==> src/include/insn_timing_defines.svh <==
// Constants for the instruction length and timing decoder
// Assumes the classic 8-bit core opcode map and a single system clock
`ifndef INSN_TIMING_DEFINES_SVH
`define INSN_TIMING_DEFINES_SVH
`define OP_NOP        8'h00
`define OP_UNUSED     8'ha5
`define OP_MOVC_DP    8'h93
`define OP_MOVC_PC    8'h83
`define OP_MOVX_RD_R  8'he2
`define OP_MOVX_WR_R  8'hf2
`define OP_MOVX_RD_D  8'he0
`define OP_MOVX_WR_D  8'hf0
`define OP_MOV_DP     8'h90
`define OP_CLR_A      8'he4
`define OP_CPL_A      8'hf4
`define OP_RL_A       8'h23
`define OP_RLC_A      8'h33
`define OP_RR_A       8'h03
`define OP_RRC_A      8'h13
`define OP_SWAP_A     8'hc4
`define OP_XCHD_0     8'hd6
`define OP_XCHD_1     8'hd7
`define OP_PUSH       8'hc0
`define OP_POP        8'hd0
`define OP_JC         8'h40
`define OP_JNC        8'h50
`define OP_JB         8'h20
`define OP_JNB        8'h30
`define OP_JBC        8'h10
`define OP_JMP_IND    8'h73
`define OP_CJNE_DIR   8'hb5
`define OP_JZ         8'h60
`define OP_JNZ        8'h70
`define OP_DJNZ_DIR   8'hd5
`define OP_SJMP       8'h80
`define OP_LJMP       8'h02
`define OP_LCALL      8'h12
`define SFR_BASE      8'h80
`define BANK_SHIFT    3
`define EXTRA_MAX     3'h3
`endif

==> src/include/insn_timing_pkg.sv <==
// Types for the instruction length and timing decoder
// Assumes the defines header is compiled alongside
package insn_timing_pkg;
    typedef enum logic [1:0] {
        ST_IDLE = 2'b00,
        ST_RUN  = 2'b01,
        ST_DONE = 2'b10
    } run_state_t;
    typedef enum logic [1:0] {
        SP_DATA_RAM = 2'b00,
        SP_SFR      = 2'b01,
        SP_PROG     = 2'b10,
        SP_XDATA    = 2'b11
    } space_t;
endpackage

==> src/verilog/timing_rom.sv <==
`timescale 1ns/100ps
// Byte length and base cycle table, indexed by opcode
// Assumes the caller feeds the opcode that it registers on the same edge
module timing_rom (
    input  wire logic       clk,
    input  wire logic       nrst,
    input  wire logic [7:0] opcode,
    output logic      [1:0] len_r,
    output logic      [2:0] base_r,
    output logic      [2:0] taken_r,
    output logic            var_r
);
    `include "insn_timing_defines.svh"
    logic [1:0] len_nxt;
    logic [2:0] base_nxt;
    logic [2:0] taken_nxt;
    logic       var_nxt;

    always_comb begin
        len_nxt   = 2'h1;
        base_nxt  = 3'h1;
        taken_nxt = 3'h0;
        var_nxt   = 1'b0;
        case (opcode)
            `OP_MOVC_DP:   begin base_nxt = 3'h4; var_nxt = 1'b1; end
            `OP_MOVC_PC:   begin base_nxt = 3'h3; end
            `OP_MOVX_RD_R, 8'he3, `OP_MOVX_WR_R, 8'hf3,
            `OP_MOVX_RD_D, `OP_MOVX_WR_D: begin base_nxt = 3'h3; end
            `OP_MOV_DP:    begin len_nxt = 2'h3; base_nxt = 3'h3; end
            `OP_CLR_A, `OP_RL_A, `OP_RLC_A, `OP_RR_A, `OP_RRC_A,
            `OP_SWAP_A:    begin base_nxt = 3'h1; end
            `OP_CPL_A:     begin base_nxt = 3'h2; end
            `OP_XCHD_0, `OP_XCHD_1: begin base_nxt = 3'h2; end
            `OP_PUSH, `OP_POP: begin len_nxt = 2'h2; base_nxt = 3'h2; end
            `OP_JC, `OP_JNC, `OP_JZ, `OP_JNZ: begin
                len_nxt = 2'h2; base_nxt = 3'h2; taken_nxt = 3'h4; var_nxt = 1'b1;
            end
            `OP_JB, `OP_JNB, `OP_JBC, `OP_DJNZ_DIR: begin
                len_nxt = 2'h3; base_nxt = 3'h3; taken_nxt = 3'h5; var_nxt = 1'b1;
            end
            `OP_JMP_IND:   begin base_nxt = 3'h3; var_nxt = 1'b1; end
            `OP_CJNE_DIR:  begin
                len_nxt = 2'h3; base_nxt = 3'h4; taken_nxt = 3'h6; var_nxt = 1'b1;
            end
            8'hb8, 8'hb9, 8'hba, 8'hbb, 8'hbc, 8'hbd, 8'hbe, 8'hbf: begin
                len_nxt = 2'h3; base_nxt = 3'h3; taken_nxt = 3'h5; var_nxt = 1'b1;
            end
            `OP_SJMP:      begin len_nxt = 2'h2; base_nxt = 3'h4; var_nxt = 1'b1; end
            `OP_LJMP, `OP_LCALL: begin len_nxt = 2'h3; base_nxt = 3'h5; var_nxt = 1'b1; end
            `OP_UNUSED, `OP_NOP: begin len_nxt = 2'h1; base_nxt = 3'h1; end
            default: begin
                if (opcode[3:0] == 4'h1) begin
                    len_nxt  = 2'h2;
                    base_nxt = 3'h4;
                    var_nxt  = 1'b1;
                end
            end
        endcase
    end

    always_ff @(posedge clk or negedge nrst) begin
        if (!nrst) begin
            len_r   <= 2'h1;
            base_r  <= 3'h1;
            taken_r <= 3'h0;
            var_r   <= 1'b0;
        end else begin
            len_r   <= len_nxt;
            base_r  <= base_nxt;
            taken_r <= taken_nxt;
            var_r   <= var_nxt;
        end
    end
endmodule // timing_rom

==> src/verilog/insn_timing.sv <==
// Instruction decode and cycle timing for a pipelined 8-bit core
// Assumes opcode/operands are valid with start; flash timing and alignment are inputs
// Notes on behaviour
// - Code read at A plus data pointer: one byte, four to seven cycles.
// - Code read at A plus program counter: one byte, three cycles.
// - External data moves: one byte, three cycles; 8-bit or 16-bit address.
// - Load data pointer with constant: three bytes, three cycles.
// - Accumulator clear, rotates, swap take one cycle; complement takes two.
// - Low-nibble exchange with indirect RAM: one byte, two cycles.
// - Push and pop of a direct byte: two bytes, two cycles.
// - Carry jumps: two bytes, two cycles untaken, four to six taken.
// - Direct-bit jumps: three bytes, three or five to seven; clear variant clears bit.
// - Indirect jump via A plus data pointer: one byte, three to five cycles.
// - Compare A with direct and branch: three bytes, four or six to eight.
// - Compare register with immediate and branch: three bytes, three or five to seven.
// - Decrement direct and branch nonzero: three bytes, three or five to seven.
// - Branch on A zero or nonzero: two bytes, two or four to six.
// - Variable counts grow with misalignment and the flash read timing setting.
// - Relative offset is signed 8-bit, added to the next instruction address.
// - Direct address below 0x80 hits data RAM, otherwise special registers.
// - Page target keeps upper bits of next address within a 2 kB page.
// - Long target reaches anywhere in 64 kB program space.
// - The unused opcode behaves exactly as no-operation.
// - Indirect uses register zero or one; register operands pick one of eight.
// - Bank select picks one of four groups of eight RAM bytes.
`timescale 1ns/100ps
module insn_timing #(
    parameter int EXTRA_W = 2
) (
    input  wire logic                  clk,
    input  wire logic                  nrst,
    input  wire logic                  start,
    input  wire logic [7:0]            opcode,
    input  wire logic [7:0]            operand1,
    input  wire logic [7:0]            operand2,
    input  wire logic [15:0]           pc_in,
    input  wire logic [15:0]           data_pointer_word,
    input  wire logic [7:0]            acc_in,
    input  wire logic                  carry_in,
    input  wire logic                  bit_in,
    input  wire logic [7:0]            direct_in,
    input  wire logic [1:0]            bank_select_field,
    input  wire logic [EXTRA_W-1:0]    flash_read_timing_setting,
    input  wire logic                  misaligned,
    output logic                       busy_r,
    output logic                       done_r,
    output logic [1:0]                 length_r,
    output logic [3:0]                 cycles_r,
    output logic                       taken_r,
    output logic [15:0]                next_pc_r,
    output logic [7:0]                 ram_addr_r,
    output insn_timing_pkg::space_t    space_r,
    output logic                       clear_bit_r,
    output logic [15:0]                code_addr_r
);
    import insn_timing_pkg::*;
    `include "insn_timing_defines.svh"

    // ----------------------------------------------------------
    // Table lookup
    // ----------------------------------------------------------
    logic [7:0]  op_r, op_nxt;
    logic [7:0]  o1_r, o1_nxt;
    logic [7:0]  o2_r, o2_nxt;
    logic [15:0] pc_r, pc_nxt;
    logic [1:0]  t_len;
    logic [2:0]  t_base;
    logic [2:0]  t_taken;
    logic        t_var;

    timing_rom u_rom (
        .clk     (clk),
        .nrst    (nrst),
        .opcode  (op_nxt),
        .len_r   (t_len),
        .base_r  (t_base),
        .taken_r (t_taken),
        .var_r   (t_var)
    );

    function automatic logic [7:0] bank_reg(input logic [1:0] bank, input logic [2:0] idx);
        bank_reg = {3'h0, bank, idx};
    endfunction

    // ----------------------------------------------------------
    // Sequencing
    // ----------------------------------------------------------
    run_state_t  st_r, st_nxt;
    logic [3:0]  cnt_r, cnt_nxt;
    logic [3:0]  total;
    logic [2:0]  extra;
    logic        cond;
    logic [15:0] seq_pc;
    logic [15:0] rel_tgt;
    logic [15:0] dest;
    logic        is_jump;
    logic [7:0]  ra_nxt;
    space_t      sp_nxt;
    logic [15:0] ca_nxt;
    logic [15:0] npc_nxt;
    logic        clr_nxt;

    always_comb begin
        op_nxt = start && st_r != ST_RUN ? opcode : op_r;
        o1_nxt = start && st_r != ST_RUN ? operand1 : o1_r;
        o2_nxt = start && st_r != ST_RUN ? operand2 : o2_r;
        pc_nxt = start && st_r != ST_RUN ? pc_in : pc_r;
    end

    always_comb begin
        seq_pc  = pc_r + {14'h0, t_len};
        cond    = 1'b0;
        is_jump = 1'b0;
        dest    = seq_pc;
        clr_nxt = 1'b0;
        case (op_r)
            `OP_JC:       cond = carry_in;
            `OP_JNC:      cond = !carry_in;
            `OP_JB:       cond = bit_in;
            `OP_JNB:      cond = !bit_in;
            `OP_JBC: begin
                cond    = bit_in;
                clr_nxt = bit_in;
            end
            `OP_CJNE_DIR: cond = acc_in != direct_in;
            `OP_JZ:       cond = acc_in == 8'h00;
            `OP_JNZ:      cond = acc_in != 8'h00;
            `OP_DJNZ_DIR: cond = (direct_in - 8'h01) != 8'h00;
            default: begin
                if (op_r[7:3] == 5'b10111) begin
                    cond = direct_in != o1_r;
                end
            end
        endcase
        // Relative operand position depends on instruction length
        rel_tgt = seq_pc + {{8{(t_len == 2'h3 ? o2_r[7] : o1_r[7])}},
                            (t_len == 2'h3 ? o2_r : o1_r)};
        if (t_taken != 3'h0) begin
            is_jump = cond;
            if (cond) begin
                dest = rel_tgt;
            end
        end else if (op_r == `OP_SJMP) begin
            is_jump = 1'b1;
            dest    = rel_tgt;
        end else if (op_r == `OP_LJMP || op_r == `OP_LCALL) begin
            is_jump = 1'b1;
            dest    = {o1_r, o2_r};
        end else if (op_r[3:0] == 4'h1) begin
            is_jump = 1'b1;
            dest    = {seq_pc[15:11], op_r[7:5], o1_r};
        end else if (op_r == `OP_JMP_IND) begin
            is_jump = 1'b1;
            dest    = data_pointer_word + {8'h00, acc_in};
        end
    end

    always_comb begin
        // Misalignment and flash wait settings stretch variable rows
        extra = t_var ? 3'({1'b0, flash_read_timing_setting} + {2'h0, misaligned}) : 3'h0;
        if (extra > `EXTRA_MAX) begin
            extra = `EXTRA_MAX;
        end
        if (t_taken != 3'h0 && !cond) begin
            total = {1'b0, t_base};
        end else if (t_taken != 3'h0) begin
            total = {1'b0, t_taken} + {1'b0, (extra > 3'h2 ? 3'h2 : extra)};
        end else if (op_r == `OP_MOVC_DP) begin
            total = {1'b0, t_base} + {1'b0, extra};
        end else begin
            total = {1'b0, t_base} + (t_var ? {1'b0, (extra > 3'h2 ? 3'h2 : extra)} : 4'h0);
        end
    end

    always_comb begin
        ra_nxt  = o1_r;
        sp_nxt  = SP_DATA_RAM;
        ca_nxt  = 16'h0000;
        if (op_r == `OP_MOVC_DP) begin
            sp_nxt = SP_PROG;
            ca_nxt = data_pointer_word + {8'h00, acc_in};
        end else if (op_r == `OP_MOVC_PC) begin
            sp_nxt = SP_PROG;
            ca_nxt = seq_pc + {8'h00, acc_in};
        end else if (op_r == `OP_MOVX_RD_D || op_r == `OP_MOVX_WR_D) begin
            sp_nxt = SP_XDATA;
            ca_nxt = data_pointer_word;
        end else if (op_r[7:1] == 7'b1110001 || op_r[7:1] == 7'b1111001) begin
            sp_nxt = SP_XDATA;
            ra_nxt = bank_reg(bank_select_field, {2'b00, op_r[0]});
        end else if (op_r[3:1] == 3'b011) begin
            ra_nxt = bank_reg(bank_select_field, {2'b00, op_r[0]});
        end else if (op_r[3] && op_r != `OP_SJMP) begin
            ra_nxt = bank_reg(bank_select_field, op_r[2:0]);
        end else if (o1_r >= `SFR_BASE) begin
            sp_nxt = SP_SFR;
        end
        npc_nxt = is_jump ? dest : seq_pc;
    end

    always_comb begin
        st_nxt  = st_r;
        cnt_nxt = cnt_r;
        case (st_r)
            ST_IDLE, ST_DONE: begin
                st_nxt = start ? ST_RUN : ST_IDLE;
                cnt_nxt = 4'h0;
            end
            ST_RUN: begin
                // One cycle spent loading the table row
                cnt_nxt = cnt_r + 4'h1;
                if (cnt_r != 4'h0 && cnt_r >= total) begin
                    st_nxt = ST_DONE;
                end
            end
            default: st_nxt = ST_IDLE;
        endcase
    end

    always_ff @(posedge clk or negedge nrst) begin
        if (!nrst) begin
            st_r        <= ST_IDLE;
            cnt_r       <= 4'h0;
            op_r        <= `OP_NOP;
            o1_r        <= 8'h00;
            o2_r        <= 8'h00;
            pc_r        <= 16'h0000;
            busy_r      <= 1'b0;
            done_r      <= 1'b0;
            length_r    <= 2'h1;
            cycles_r    <= 4'h0;
            taken_r     <= 1'b0;
            next_pc_r   <= 16'h0000;
            ram_addr_r  <= 8'h00;
            space_r     <= SP_DATA_RAM;
            clear_bit_r <= 1'b0;
            code_addr_r <= 16'h0000;
        end else begin
            st_r        <= st_nxt;
            cnt_r       <= cnt_nxt;
            op_r        <= op_nxt;
            o1_r        <= o1_nxt;
            o2_r        <= o2_nxt;
            pc_r        <= pc_nxt;
            busy_r      <= st_nxt == ST_RUN;
            done_r      <= st_r == ST_RUN && st_nxt == ST_DONE;
            if (st_r == ST_RUN && st_nxt == ST_DONE) begin
                length_r    <= t_len;
                cycles_r    <= total;
                taken_r     <= is_jump;
                next_pc_r   <= npc_nxt;
                ram_addr_r  <= ra_nxt;
                space_r     <= sp_nxt;
                clear_bit_r <= clr_nxt;
                code_addr_r <= ca_nxt;
            end
        end
    end
endmodule // insn_timing

==> config.mk <==
export PLATFORM = sky130hd
export DESIGN_NAME = insn_timing
export DESIGN_NICKNAME = d
export VERILOG_FILES = /design/src/include/insn_timing_pkg.sv /design/src/verilog/timing_rom.sv /design/src/verilog/insn_timing.sv
export VERILOG_INCLUDE_DIRS = /design/src /design/src/include
export SDC_FILE = /design/constraint.sdc
export NUM_CORES = 1
export LEC_CHECK = 0
export BUFFER_PORTS_ARGS = -buffer_cell sky130_fd_sc_hd__clkbuf_2
export CAP_MARGIN = 0
export CORE_MARGIN = 5
export CORE_UTILIZATION = 55
export DETAILED_ROUTE_END_ITERATION = 16
export PLACE_DENSITY_LB_ADDON = 0.15
export SETUP_SLACK_MARGIN = 0.5
export SYNTH_ARGS = -nofsm -noshare
export SYNTH_HDL_FRONTEND = slang
export SYNTH_HIERARCHICAL = 1
export SYNTH_SLANG_ARGS = --single-unit
==> constraint.sdc <==
create_clock -name clk -period 5.2 [get_ports clk]
set_input_delay 0.78 -clock clk [delete_from_list [all_inputs] [get_ports clk]]
set_output_delay 0.78 -clock clk [all_outputs]
set_load 0.01 [all_outputs]
Word level (Yosys, flattened, before mapping)
Cells that the tools add are included.
Widths: inputs -> output; s select.
{"block": "word_totals", "ff_bits": 107, "latch_bits": 0, "elab_cells": 193, "output_inout_bits": 52, "mem_bits_rw": 0, "in_bits": 82, "rom_bits": 0, "mem_count": 0}
{"block": "classes", "n_reduce_logical": 33, "n_eq_ne": 74, "magnitude_cmp": 4, "n_mux": 52, "n_mul": 0, "n_bitwise": 0, "n_shift": 0, "div": 0, "add_sub_neg": 10}
{"cell": "$eq 8x8->1 const B", "count": 35}
{"cell": "$mux 16", "count": 10}
{"cell": "$eq 8x7->1 const B", "count": 10}
{"cell": "$mux 8", "count": 8}
{"cell": "$eq 8x6->1 const B", "count": 6}
{"cell": "$reduce_or 21->1", "count": 2}
{"cell": "$eq 8x5->1 const B", "count": 5}
{"cell": "$add 16x8->16", "count": 2}
{"cell": "$eq 8x2->1 const B", "count": 3}
{"cell": "$reduce_or 22->1", "count": 1}
{"cell": "$reduce_or 20->1", "count": 1}
{"cell": "$add 16x16->16", "count": 1}
{"cell": "$add 16x2->16", "count": 1}
{"cell": "$logic_not 8->1", "count": 2}
{"cell": "$ne 8x8->1", "count": 2}
{"cell": "$reduce_bool 8->1", "count": 2}
{"cell": "$reduce_or 16->1", "count": 1}
{"cell": "$mux 3", "count": 5}
{"cell": "$pmux 3 s5", "count": 1}
{"cell": "$eq 7x7->1 const B", "count": 2}
{"cell": "$mux 1", "count": 13}
{"cell": "$add 3x3->4", "count": 3}
{"cell": "$mux 2", "count": 6}
{"cell": "$mux 4", "count": 3}
{"cell": "33 further kinds", "count": 48}

Logic depth before layout (Yosys ltp)
Gate-level depths: netlist (run 1).
{"block": "depth", "depth_word": 17, "ltp_mapped": 21, "mapped_depth_nobuf": 19}

Hierarchy
The synthesis (run 1) kept the hierarchy.
{"module": "insn_timing", "instances": 1, "cells_per_inst": 841, "area_per_inst_um2": 7623.6, "seq_area_each_um2": 2453.6}
{"module": "timing_rom", "instances": 1, "cells_per_inst": 79, "area_per_inst_um2": 706.9, "seq_area_each_um2": 227.7}

Worst setup path after synthesis (run 1)
Ideal clock, no wire load.
{"block": "synth_path", "path_type": "input to register", "startpoint": "input port flash_read_timing_setting[0]", "endpoint": "register next_pc_r[4]", "setup_time_ns": 0.092, "n_path_buf": 2, "t_required_ns": 5.108, "path_slack_ns": 0.944, "stages": 17, "t_arrival_ns": 4.164, "path_cell_list": "ha_1 -> ha_1 -> nor2_1 -> and3_1 -> ha_1 -> fa_1 -> mux2_2 -> o21ai_0 -> ha_1 -> a21o_1 -> a21o_1 -> a21o_1 -> nand3_1 -> clkbuf_1 -> buf_1 -> nand2_1 -> o31ai_2"}
{"block": "synth_between", "elab_chain_len": 17, "elab_cells_between_ends": 19, "classes_between": "add/sub: 4; order compare: 3; eq/ne: 1; mux: 9; reduce/logical: 2"}
{"element": "from (decl)", "line_no": "insn_timing.sv:43", "rtl": "input wire logic [EXTRA_W-1:0] flash_read_timing_setting,"}
{"element": "$add 2x1->3 (*)", "line_no": "insn_timing.sv:160", "rtl": "extra = t_var ? 3'({1'b0, flash_read_timing_setting} + {2'h0, misaligned}) : 3'h0;"}
{"element": "$mux 3 (*)", "line_no": "insn_timing.sv:160"}
{"element": "$gt 3x2->1 (no line)"}
{"element": "$mux 3 (*)", "line_no": "insn_timing.sv:161", "rtl": "if (extra > `EXTRA_MAX) begin"}
{"element": "$gt 3x2->1", "line_no": "insn_timing.sv:167, insn_timing.sv:171"}
{"element": "$mux 3", "line_no": "insn_timing.sv:167, insn_timing.sv:171"}
{"element": "$mux 3", "line_no": "insn_timing.sv:171", "rtl": "total = {1'b0, t_base} + (t_var ? {1'b0, (extra > 3'h2 ? 3'h2 : extra)} : 4'h0);"}
{"element": "$add 3x3->4", "line_no": "insn_timing.sv:171"}
{"element": "$mux 4", "line_no": "insn_timing.sv:168", "rtl": "end else if (op_r == `OP_MOVC_DP) begin"}
{"element": "$mux 4 (*)", "line_no": "insn_timing.sv:166", "rtl": "end else if (t_taken != 3'h0) begin"}
{"element": "$mux 4 (*)", "line_no": "insn_timing.sv:164", "rtl": "if (t_taken != 3'h0 && !cond) begin"}
{"element": "$ge 4x4->1 (*)", "line_no": "insn_timing.sv:212", "rtl": "if (cnt_r != 4'h0 && cnt_r >= total) begin"}
{"element": "$logic_and 1x1->1 (*)", "line_no": "insn_timing.sv:212"}
{"element": "$mux 2 (*)", "line_no": "insn_timing.sv:212"}
{"element": "$pmux 2 s2 (*)", "line_no": "insn_timing.sv:204", "rtl": "case (st_r)"}
{"element": "$eq 2x2->1 (*)", "line_no": "insn_timing.sv:247", "rtl": "if (st_r == ST_RUN && st_nxt == ST_DONE) begin"}
{"element": "$logic_and 1x1->1 (*)", "line_no": "insn_timing.sv:247"}
{"element": "to (signal assigned)", "line_no": "insn_timing.sv:251", "rtl": "next_pc_r <= npc_nxt;"}
{"element": "to (decl)", "line_no": "insn_timing.sv:50", "rtl": "output logic [15:0] next_pc_r,"}
Every way passes the cells marked *; elsewhere a longest branch is shown, timed or not.
A chain may end at the register's enable or synchronous reset.

Worst setup path after layout (run 1)
{"block": "layout_path", "startpoint": "register op_r[1]", "endpoint": "register next_pc_r[9]"}
{"block": "layout_between", "elab_chain_len": 12, "elab_cells_between_ends": 41, "classes_between": "order compare: 1; eq/ne: 16; mux: 18; reduce/logical: 6"}
{"element": "from (decl)", "line_no": "insn_timing.sv:62", "rtl": "logic [7:0] op_r, op_nxt;"}
{"element": "from (signal assigned)", "line_no": "insn_timing.sv:224", "rtl": "op_r <= `OP_NOP;"}
{"element": "from (signal assigned)", "line_no": "insn_timing.sv:241", "rtl": "op_r <= op_nxt;"}
{"element": "$eq 8x5->1 / $eq 8x6->1 (equally long branches)", "line_no": "insn_timing.sv:116", "rtl": "case (op_r)"}
{"element": "$reduce_or 2->1 (no line)"}
{"element": "$pmux 1 s8", "line_no": "insn_timing.sv:116"}
{"element": "$logic_not 1->1", "line_no": "insn_timing.sv:164"}
{"element": "$logic_and 1x1->1", "line_no": "insn_timing.sv:164"}
{"element": "$mux 4", "line_no": "insn_timing.sv:164"}
{"element": "$ge 4x4->1", "line_no": "insn_timing.sv:212"}
{"element": "$logic_and 1x1->1", "line_no": "insn_timing.sv:212"}
{"element": "$mux 2", "line_no": "insn_timing.sv:212"}
{"element": "$pmux 2 s2", "line_no": "insn_timing.sv:204"}
{"element": "$eq 2x2->1", "line_no": "insn_timing.sv:247"}
{"element": "$logic_and 1x1->1", "line_no": "insn_timing.sv:247"}
Parallel ways exist; a longest one is shown, timed or not.

==> impl_metrics.csv, run 1 <==
group,metric,value,unit
run_status,outcome,"finished, final reports clean",
clocking,cts_buffers,9,
clocking,cts_setup_buffers,0,
synth,ys.flop_type,"dfrtp_1",
power,internal_power,0.00334,W
synth,synth_top_area_frac,0.312,
power,p_clk_frac,0.102,
sta,holdWs,473,ps
clocking,clockRootBuffer,"clkbuf_16",
drt,drtIter0Drc,700,
final_layout,areaGrowthSynthToFinish,12.9,%
critical_path,critical_path_arrival,4450,ps
power,powerDensity,709,mW/mm2
floorplanning,pin_count,134,
sta,fin_tns_setup,0,ps
sta,fin_crit_sh,0.808,
final_layout,layout_common_cells,"clkbuf_2, dfrtp_1, nand2_1",
synth,synthDistinctLibCells,87,
power,swShare,0.498,
grt,grt_first_pass_wirelength,37300,um
synth,ys_seq_area_frac,0.322,
floorplanning,dieArea,0.0177,mm2
min_path,hp-class,"input port to asynchronous set/reset pin",
final_layout,antennaDiodeCount,0,
drt,wl_per_cell,18.9,um
place,gp_congestion,0.920,
synth,yosys_warnings,6,
grt,overflow,0,
clocking,cts_tree,"built",
sta,min_period,4200,ps
clocking,clkSlewWorstSetupHoldPaths,80,ps
sta,fmax,0.238,GHz
power,vdd_drop_max,396,uV
floorplanning,dieWidth,133,um
grt,grt_max_degree,61,
synth,syn_inst,920,
clocking,cts_max_level,3,
floorplanning,design.core.area,0.0150,mm2
synth,synth-edff-count,0,
critical_path,end_kind,"flip-flop",
sta,finalSetupViolCount,0,
drt,ant_nets,0,
floorplanning,rows,45,
synth,synth_area,0.00833,mm2
critical_path,cp-startpoint,"op_r[1]$_DFF_PN0_",
synth,syn_avg_cell_area,9.05,um2
clocking,clk_latency,360,ps
sta,grt_setup_unrepaired,"false",
synth,yosysTopAreaCell,"dfrtp_1",
power,power_frac_seq,0.251,
sta,timing.final.hold_violations,0,
floorplanning,start_util,0.554,
drt,vias,7477,
critical_path,critPathKind,"flip-flop to flip-flop",
final_layout,fin_nets,1168,
place,portBuffers,133,
drt,wl,23100,um
critical_path,r2r-start,"op_r[1]$_DFF_PN0_",
drt,drc_errors,0,
drt,first_pass_iters,5,
synth,synthTopCellsByArea,"dfrtp_1, ha_1, mux2_2, nand2_1, xor2_1",
grt,gr-usage-all-layers,0.263,
clocking,clock_sinks,107,
place,place_hpwl,18000,um
sta,maxSlewHeadroom,0.353,
power,p_leak,4.33,nW
synth,ys_async_sr_fraction,1.00,
critical_path,crit_required,5440,ps
critical_path,crit_fanout,33,
grt,antenna_found_initial,0,
clocking,post_cts_resized,0,
floorplanning,die_y,133,um
clocking,postCtsHoldBufs,0,
clocking,clk_path_buf_depth,2,
sta,worst_pin_slew,966,ps
job,max-cap-violations,0,
final_layout,final_common_cell,"clkbuf_2",
final_layout,layout-drive-gt1-share,0.239,
power,switchingPower,0.00332,W
critical_path,critPathLaunchType,"flip-flop",
synth,ys_ff_latch,107,
drt,vias_per_cell,6.10,
power,power.share.combinational,0.648,
sta,skew,11.0,ps
grt,grt_pass1_vias,7026,
sta,report.final.slew_viol_count,0,
[synth_stat cells, types with 17 or more instances]
master	n
xnor2_1	34
nor3_1	24
nand3_1	17
a21oi_1	61
mux2_2	51
inv_1	29
ha_1	47
o21ai_0	53
dfrtp_1	104
nor2_1	75
xor2_1	36
nand2_1	96
clkbuf_1	20
[registers in the layout, indices dropped and copies added (netlist names), 2 cells and up]
signal / flops
cnt_r: 4
code_addr_r: 16
cycles_r: 4
length_r: 2
next_pc_r: 16
o1_r: 8
o2_r: 8
op_r: 8
pc_r: 16
ram_addr_r: 8
space_r: 2
st_r: 2
u_rom/base_r: 3
u_rom/len_r: 2
u_rom/taken_r: 3
[per-layer routing]
metal | track usage | routed length, um | up-vias
li1 | - | - | 3594
met1 | 0.398 | 10700 | 3500
met2 | 0.385 | 9680 | 341
met3 | 0.0487 | 2110 | 42
met4 | 0.0739 | 612 | 0
met5 | 0 | 0 | -
[path summary, 6_finish.rpt]
kind	endpoint	slack [ps]	depth (start not counted)
max	next_pc_r[9]$_DFFE_PN0P_	1000	20
min	cnt_r[0]$_DFFE_PN0P_	470	1
max reg2reg	next_pc_r[9]$_DFFE_PN0P_	1000	20
min reg2reg	space_r[1]$_DFFE_PN0P_	470	2
max in group asynchronous	pc_r[6]$_DFFE_PN0P_	3620	2
min in group clk	space_r[1]$_DFFE_PN0P_	470	2
[worst max-delay path, cell delays in order (launching register included)]
cell and delay, ps:
dfrtp_1 550, nor3b_1 300, nand2_1 120, nor3_2 180
and3_1 250, o221a_2 200, ha_1 150, inv_1 50
fa_1 430, nand2_1 60, o21ai_0 110, ha_1 330
a21o_1 100, a21o_1 100, a21o_1 140, nand3_2 80
clkinv_1 90, buf_4 350, o21ai_0 140, a221oi_1 230
a21oi_1 100
[cell families (layout without fill, tap and decap cells)]
kind of cell	Yosys count	after routing	share of synthesized area
buffers and inverters	72	189	0.0381
other	1	2	0.000450
muxes	62	62	0.0823
AOI/OAI and AO/OA	233	233	0.187
and+or+nand+nor	318	318	0.202
DFF	107	107	0.322
xor gates and xnor gates	74	74	0.0835
adders and majority gates	53	53	0.0850
[area by class of cell]
cell class | count | area (um2)
clock inverter | 6 | 58.8
timing repair buffer | 143 | 743
tap | 188 | 235
multi-input combinational | 742 | 5340
sequential | 107 | 2680
clock buffer | 10 | 229
inverter | 30 | 113
fill | 1338 | 5630
[power groups by stage]
stage / Combinational (W) / Clock, W / Sequential, W
3_3_place_gp: 0.00421 / 0 / 0.00167
6_report: 0.00431 / 0.000678 / 0.00167
3_5_place_dp: 0.00423 / 0 / 0.00168
4_1_cts: 0.00426 / 0.000689 / 0.00166
5_1_grt: 0.00478 / 0.000719 / 0.00172
2_1_floorplan: 0.00328 / 0 / 0.00154
[metrics by stage]
step / util / cells / total power, W / worst slack, ps / instance area, um2
3_5_place_dp: 0.606 / 1210 / 0.00590 / 663 / 9110
4_1_cts: 0.625 / 1226 / 0.00661 / 1010 / 9400
2_1_floorplan: - / 921 / 0.00483 / 944 / 8330
6_report: 0.625 / 1226 / 0.00666 / 999 / 9400
5_1_grt: 0.625 / 1226 / 0.00722 / 616 / 9400
3_3_place_gp: 0.606 / 1210 / 0.00587 / 784 / 9110
No activity file was read; power rests on OpenSTA's default activity.
==> run 2: changes to the inputs <==
--- a/config.mk
+++ b/config.mk
@@ -9,7 +9,7 @@
 export BUFFER_PORTS_ARGS = -buffer_cell sky130_fd_sc_hd__clkbuf_2
 export CAP_MARGIN = 0
 export CORE_MARGIN = 5
-export CORE_UTILIZATION = 55
+export CORE_UTILIZATION = 53
 export DETAILED_ROUTE_END_ITERATION = 16
 export PLACE_DENSITY_LB_ADDON = 0.15
 export SETUP_SLACK_MARGIN = 0.5
==> constraint.sdc (replaced) <==
create_clock -name clk -period 3.5 [get_ports clk]
set_input_delay 0.525 -clock clk [delete_from_list [all_inputs] [get_ports clk]]
set_output_delay 0.525 -clock clk [all_outputs]
set_load 0.01 [all_outputs]
==> run 2 against run 1 <==
The run now ends with negative setup slack left; combinational power is 97% higher; worst hold slack worse by 160 ps; maximum frequency is 12% higher; cell area is 16% higher; count of clock-buffer cells in the layout stayed put; largest cell class unchanged; sequential cell count stayed put; via count is 8.3% higher; sequential share of layout area is 3.8 points lower; register-to-register slack worse by 1300 ps; cell count is 12% higher.
==> impl_metrics.csv, run 2 (synthesized netlist as in run 1, its figures left out) <==
group,metric,value,unit
critical_path,cp_common_cell,"a21o_1",
sta,skew,12.5,ps
final_layout,areaGrowthSynthToFinish,30.5,%
sta,maxSlewHeadroom,0.330,
critical_path,crit_required,3760,ps
final_layout,ff_latch_area,0.00268,mm2
clocking,cts_buffers,9,
run_status,violations,"negative setup slack",
floorplanning,dieWidth,135,um
clocking,cts_max_level,3,
sta,fin_ws,-264,ps
drt,first_pass_iters,5,
clocking,clk_path_buf_depth,2,
power,power.share.combinational,0.707,
power,swShare,0.465,
power,p_clk_frac,0.097,
final_layout,fin_nets,1298,
drt,ant_nets,0,
power,p_leak,5.11,nW
final_layout,layout-drive-gt1-share,0.365,
sta,timing.final.hold_violations,0,
final_layout,final_common_cell,"clkbuf_2",
critical_path,crit_family,"simple AND/OR/NAND/NOR gates",
grt,grt_first_pass_wirelength,40400,um
power,switchingPower,0.00557,W
critical_path,crit_fanout,7,
critical_path,r2r-end,"st_r[1]$_DFF_PN0_",
place,place_hpwl,20000,um
grt,grt_pass1_vias,7596,
critical_path,end_kind,"flip-flop",
drt,vias_per_cell,5.87,
final_layout,multi_input_area,0.00559,mm2
sta,report.final.slew_viol_count,0,
critical_path,critPathLaunchType,"flip-flop",
grt,grt_max_degree,79,
floorplanning,start_util,0.544,
clocking,clk_latency,370,ps
critical_path,critPathMaxStageDelay,520,ps
power,internal_power,0.00640,W
sta,min_period,3760,ps
critical_path,r2r_cells,20,
power,power_frac_seq,0.196,
drt,wl_per_cell,18.9,um
floorplanning,design.core.area,0.0153,mm2
final_layout,top_regs,"code_addr_r: 16 flops, next_pc_r: 16 flops, pc_r: 16 flops",
run_status,outcome,"finished with violations",
drt,vias,8097,
clocking,clock_sinks,107,
power,powerDensity,1100,mW/mm2
floorplanning,die_y,135,um
place,pre_cts_ws,-473,ps
critical_path,r2r-start,"op_r[3]$_DFF_PN0_",
grt,antenna_found_initial,0,
final_layout,fin_area,0.0109,mm2
drt,drc_errors,0,
min_path,hp-class,"input port to asynchronous set/reset pin",
job,max-cap-violations,0,
sta,grt_setup_unrepaired,"true",
floorplanning,dieArea,0.0183,mm2
power,total_power,0.0120,W
critical_path,critPathKind,"flip-flop to flip-flop",
sta,worst_pin_slew,1000,ps
place,place_area,0.0101,mm2
grt,gr-usage-all-layers,0.280,
place,portBuffers,133,
sta,fmax,0.266,GHz
drt,wl,26000,um
floorplanning,pin_count,134,
critical_path,crit_buf_inv,6,
final_layout,layout_common_cells,"clkbuf_2, buf_4, dfrtp_1",
critical_path,critical_path_arrival,4030,ps
drt,drtIter0Drc,749,
final_layout,antennaDiodeCount,0,
critical_path,crit_chain,"nor3b_2 -> nand2_1 -> nor3_2 -> and3_4 -> o221a_4 -> ha_4 -> inv_2 -> fa_2 -> nand2_2 -> o21ai_2 -> ha_1 -> a21o_1 -> a21o_1 -> a21o_1 -> nand3_4 -> inv_8 -> buf_4 -> buf_4 -> buf_6 -> buf_6",
sta,finalSetupViolCount,52,
power,vdd_drop_max,580,uV
final_layout,fillers,1218,
clocking,cts_tree,"built",
sta,fin_crit_sh,1.08,
critical_path,cp_slowest_cell,"fa_2",
clocking,clkSlewWorstSetupHoldPaths,80,ps
critical_path,rrSetupSlack,-260,ps
floorplanning,rows,45,
place,gp_congestion,0.951,
clocking,clockRootBuffer,"clkbuf_16",
grt,overflow,0,
[run 2: changes by cell type in the layout (fill, tap and decap cells not counted), moves of 7 or more]
cell / before / now
o21ai_0: 53 / 33
nor2_1: 75 / 68
o21ai_1: 0 / 16
nor2_2: 2 / 9
buf_4: 11 / 124
buf_12: 0 / 7
[run 2: per-layer routing]
metal | routed length, um | global-route usage | vias to the layer above
met5 | 0 | 0 | -
met2 | 11200 | 0.410 | 395
met4 | 652 | 0.0789 | 0
met1 | 11500 | 0.413 | 3805
li1 | - | - | 3844
met3 | 2650 | 0.0643 | 53
[run 2: worst max path at each step]
stage,startpoint,end,slack (ps),depth (start not counted)
global route,op_r[3]$_DFF_PN0_,ram_addr_r[1]$_DFFE_PN0P_,-380,19
detailed placement,acc_in[5],cycles_r[0]$_DFFE_PN0P_,-470,18
CTS,op_r[3]$_DFF_PN0_,cycles_r[0]$_DFFE_PN0P_,-170,18
finish,op_r[3]$_DFF_PN0_,st_r[1]$_DFF_PN0_,-260,20
global placement,acc_in[5],cycles_r[0]$_DFFE_PN0P_,-400,18
floorplan,op_r[2]$_DFF_PN0_,code_addr_r[15]$_DFFE_PN0P_,-90,20
[run 2: final cells by class]
type,instances,share of cell area
inverter,30,0.0110
timing repair buffer,273,0.173
clock inverter,6,0.00990
sequential,107,0.247
tap,211,0.0243
clock buffer,10,0.0211
multi-input combinational,742,0.514
[run 2: power by group through the flow]
stage	logic (W)	registers (W)	clock network [W]
CTS	0.00793	0.00232	0.00117
finish	0.00847	0.00234	0.00116
detailed placement	0.00764	0.00233	0
floorplan	0.00500	0.00230	0
global route	0.00923	0.00241	0.00122
global placement	0.00752	0.00231	0
[run 2: what timing repair did]
action,in CTS,in global routing
hold endpoints to repair,0,0
gates resized for setup,32,48
pin swaps,8,6
hold buffers,0,0
endpoints found under the setup margin,54,55
setup buffers,16,6
gates cloned,1,1
[run 2: metrics by stage]
stage | cells | setup TNS (ps) | hold WS, ps | utilization
floorplan | 921 | -2480 | 229 | -
global placement | 1339 | -16120 | 463 | 0.658
detailed placement | 1339 | -19810 | 462 | 0.658
CTS | 1372 | -3940 | 358 | 0.695
global route | 1379 | -14450 | 375 | 0.710
finish | 1379 | -7490 | 317 | 0.710
[run 2: worst register-to-register path, stage by stage, from the launching register on]
cell and delay, ps:
dfrtp_1 390, nor3b_2 260, nand2_1 130, nor3_2 200
and3_4 260, o221a_4 190, ha_4 130, inv_2 30
fa_2 520, nand2_2 50, o21ai_2 60, ha_1 250
a21o_1 160, a21o_1 170, a21o_1 190, nand3_4 130
inv_8 80, buf_4 130, buf_4 120, buf_6 100
buf_6 100
==> run 3: changes to the inputs <==
--- a/config.mk
+++ b/config.mk
@@ -6,12 +6,12 @@
 export SDC_FILE = /design/constraint.sdc
 export NUM_CORES = 1
 export LEC_CHECK = 0
-export BUFFER_PORTS_ARGS = -buffer_cell sky130_fd_sc_hd__clkbuf_2
 export CAP_MARGIN = 0
 export CORE_MARGIN = 5
-export CORE_UTILIZATION = 53
+export CORE_UTILIZATION = 59
 export DETAILED_ROUTE_END_ITERATION = 16
-export PLACE_DENSITY_LB_ADDON = 0.15
+export DONT_BUFFER_PORTS = 1
+export PLACE_DENSITY = 0.86
 export SETUP_SLACK_MARGIN = 0.5
 export SYNTH_ARGS = -nofsm -noshare
 export SYNTH_HDL_FRONTEND = slang
==> run 3 against run 2 <==
Largest cell class unchanged; clock skew grew 2.2 ps; register-to-register slack lost 130 ps; first-iteration DRC count grew 82%; die area shrank 9.4%; count of clock-buffer cells in the layout grew 1; sequential share of layout area grew 2.2 points; wire length grew 10%; maximum frequency shrank 3.3%; non-clock buffer count shrank 141; sequential power grew 9.8%; the run still ends with negative setup slack left; clock power shrank 14%; critical path type unchanged; global-route usage grew 5.3 points; critical endpoint is now cycles_r[0]$_DFFE_PN0P_.
==> impl_metrics.csv, run 3 (synthesized netlist as in run 1, its figures left out) <==
group,metric,value,unit
final_layout,final_common_cell,"buf_4",
sta,report.final.slew_viol_count,0,
run_status,outcome,"finished with violations",
grt,gr-usage-all-layers,0.333,
final_layout,multi_input_area,0.00557,mm2
critical_path,critPathKind,"flip-flop to flip-flop",
critical_path,crit_fanout,10,
power,powerDensity,1160,mW/mm2
min_path,hp-class,"input port to asynchronous set/reset pin",
drt,ant_nets,0,
sta,timing.final.hold_violations,0,
clocking,clkSlewWorstSetupHoldPaths,70,ps
final_layout,fin_area,0.00999,mm2
critical_path,critical_path_arrival,4140,ps
place,gp_congestion,0.997,
final_layout,fin_nets,1157,
final_layout,layout-drive-gt1-share,0.273,
place,portBuffers,0,
floorplanning,design.core.area,0.0139,mm2
grt,grt_max_degree,105,
critical_path,end_kind,"flip-flop",
sta,holdWs,106,ps
power,p_leak,4.45,nW
drt,vias,8348,
grt,antenna_found_initial,3,
floorplanning,dieArea,0.0166,mm2
floorplanning,start_util,0.600,
final_layout,final_cells,1207,
grt,grt_first_pass_wirelength,43100,um
clocking,clockRootBuffer,"clkbuf_16",
final_layout,top_regs,"code_addr_r: 16 flops, next_pc_r: 16 flops, pc_r: 16 flops",
clocking,clock_sinks,107,
grt,overflow,0,
place,place_hpwl,19100,um
run_status,violations,"negative setup slack",
clocking,cts_tree,"built",
clocking,cts_max_level,3,
sta,skew,14.7,ps
job,max-cap-violations,0,
critical_path,crit_required,3750,ps
final_layout,areaGrowthSynthToFinish,19.9,%
drt,drc_errors,0,
final_layout,ff_latch_area,0.00269,mm2
final_layout,fillers,942,
clocking,clk_latency,370,ps
sta,maxSlewHeadroom,0.306,
floorplanning,dieWidth,129,um
clocking,cts_buffers,9,
drt,wl,28700,um
sta,fin_ws,-392,ps
sta,fin_crit_sh,1.11,
drt,first_pass_iters,6,
floorplanning,pin_count,134,
sta,grt_setup_unrepaired,"true",
sta,worst_pin_slew,1040,ps
power,vdd_drop_max,773,uV
final_layout,antennaDiodeCount,0,
sta,min_period,3890,ps
final_layout,layout_common_cells,"buf_4, dfrtp_1, nand2_1",
drt,drtIter0Drc,1363,
drt,vias_per_cell,6.92,
floorplanning,die_y,129,um
critical_path,critPathLaunchType,"flip-flop",
sta,finalSetupViolCount,53,
sta,fmax,0.257,GHz
place,place_area,0.00910,mm2
drt,wl_per_cell,23.7,um
clocking,clk_path_buf_depth,2,
place,dp_cells,1145,
floorplanning,rows,43,
grt,grt_pass1_vias,7929,
==> run 3: cell count changes in the layout (fill, tap and decap cells not counted), moves of 4 or more <==
cell,delta
clkbuf_2,-132
o21ai_0,+11
buf_4,-4
o21ai_1,-12
==> run 3: area by class of cell <==
| class | count | area share |
|---|---|---|
| repair buffers | 132 | 0.111 |
| multi-input cells | 742 | 0.557 |
| flip-flops and latches | 107 | 0.269 |
| clock inverters | 5 | 0.00376 |
| inverters | 30 | 0.0118 |
| clock buffers | 11 | 0.0243 |
| well taps | 180 | 0.0225 |
==> run 3: what timing repair did <==
action                     4_1_cts  5_1_grt
hold endpoints to repair       104        0
pin swaps                        7        8
resized for setup               21       38
hold buffers                     2        0
cloned                           0        2
setup buffers                   37        5
setup endpoints to repair       54       58
==> run 3: worst max-delay path, cell delays in order, from the launching register on <==
cell      delay [ps]
dfrtp_2          510
and2_4           180
nor2b_1          140
a31oi_2          280
a211oi_2         130
nor3_2           210
buf_4            200
mux2i_1          240
a21oi_2          120
ha_1             310
nand2b_1         150
a21o_1           200
a21o_1           200
a21o_1           210
nand3_4          160
clkinv_4         110
buf_12           150
mux2_2           260
==> run 3: final timing paths <==
check | cells after the start | slack (ps) | startpoint | endpoint
max | 17 | -390 | op_r[5]$_DFF_PN0_ | cycles_r[0]$_DFFE_PN0P_
min | 1 | 110 | nrst | o1_r[0]$_DFFE_PN0P_
max reg2reg | 17 | -390 | op_r[5]$_DFF_PN0_ | cycles_r[0]$_DFFE_PN0P_
min reg2reg | 2 | 510 | length_r[0]$_DFFE_PN1P_ | length_r[0]$_DFFE_PN1P_
max in group asynchronous | 1 | 2810 | nrst | length_r[0]$_DFFE_PN1P_
min in group clk | 1 | 300 | operand1[2] | o1_r[2]$_DFFE_PN0P_
==> run 3: stage by stage <==
stage | power, W | util | TNS (ps) | setup WS (ps)
floorplan | 0.00730 | - | -2480 | -85.2
global placement | 0.00924 | 0.656 | -7290 | -232
detailed placement | 0.00948 | 0.656 | -15020 | -396
CTS | 0.0108 | 0.703 | -2200 | -114
global route | 0.0123 | 0.720 | -21070 | -481
finish | 0.0116 | 0.720 | -15640 | -392
==> run 3: metal layers <==
layer  wire, um  global-route usage  vias to the layer above
met5         26                   0                        -
met1      10600               0.425                     3883
met2      12000               0.491                      695
met4       2130               0.185                        6
li1           -                   -                     3568
met3       3900               0.118                      196
==> run 3: power breakdown <==
| group | internal, W | switching (W) | total, W |
|---|---|---|---|
| clock network | 0.000506 | 0.000494 | 0.000999 |
| logic | 0.00360 | 0.00439 | 0.00799 |
| registers | 0.00180 | 0.000773 | 0.00257 |
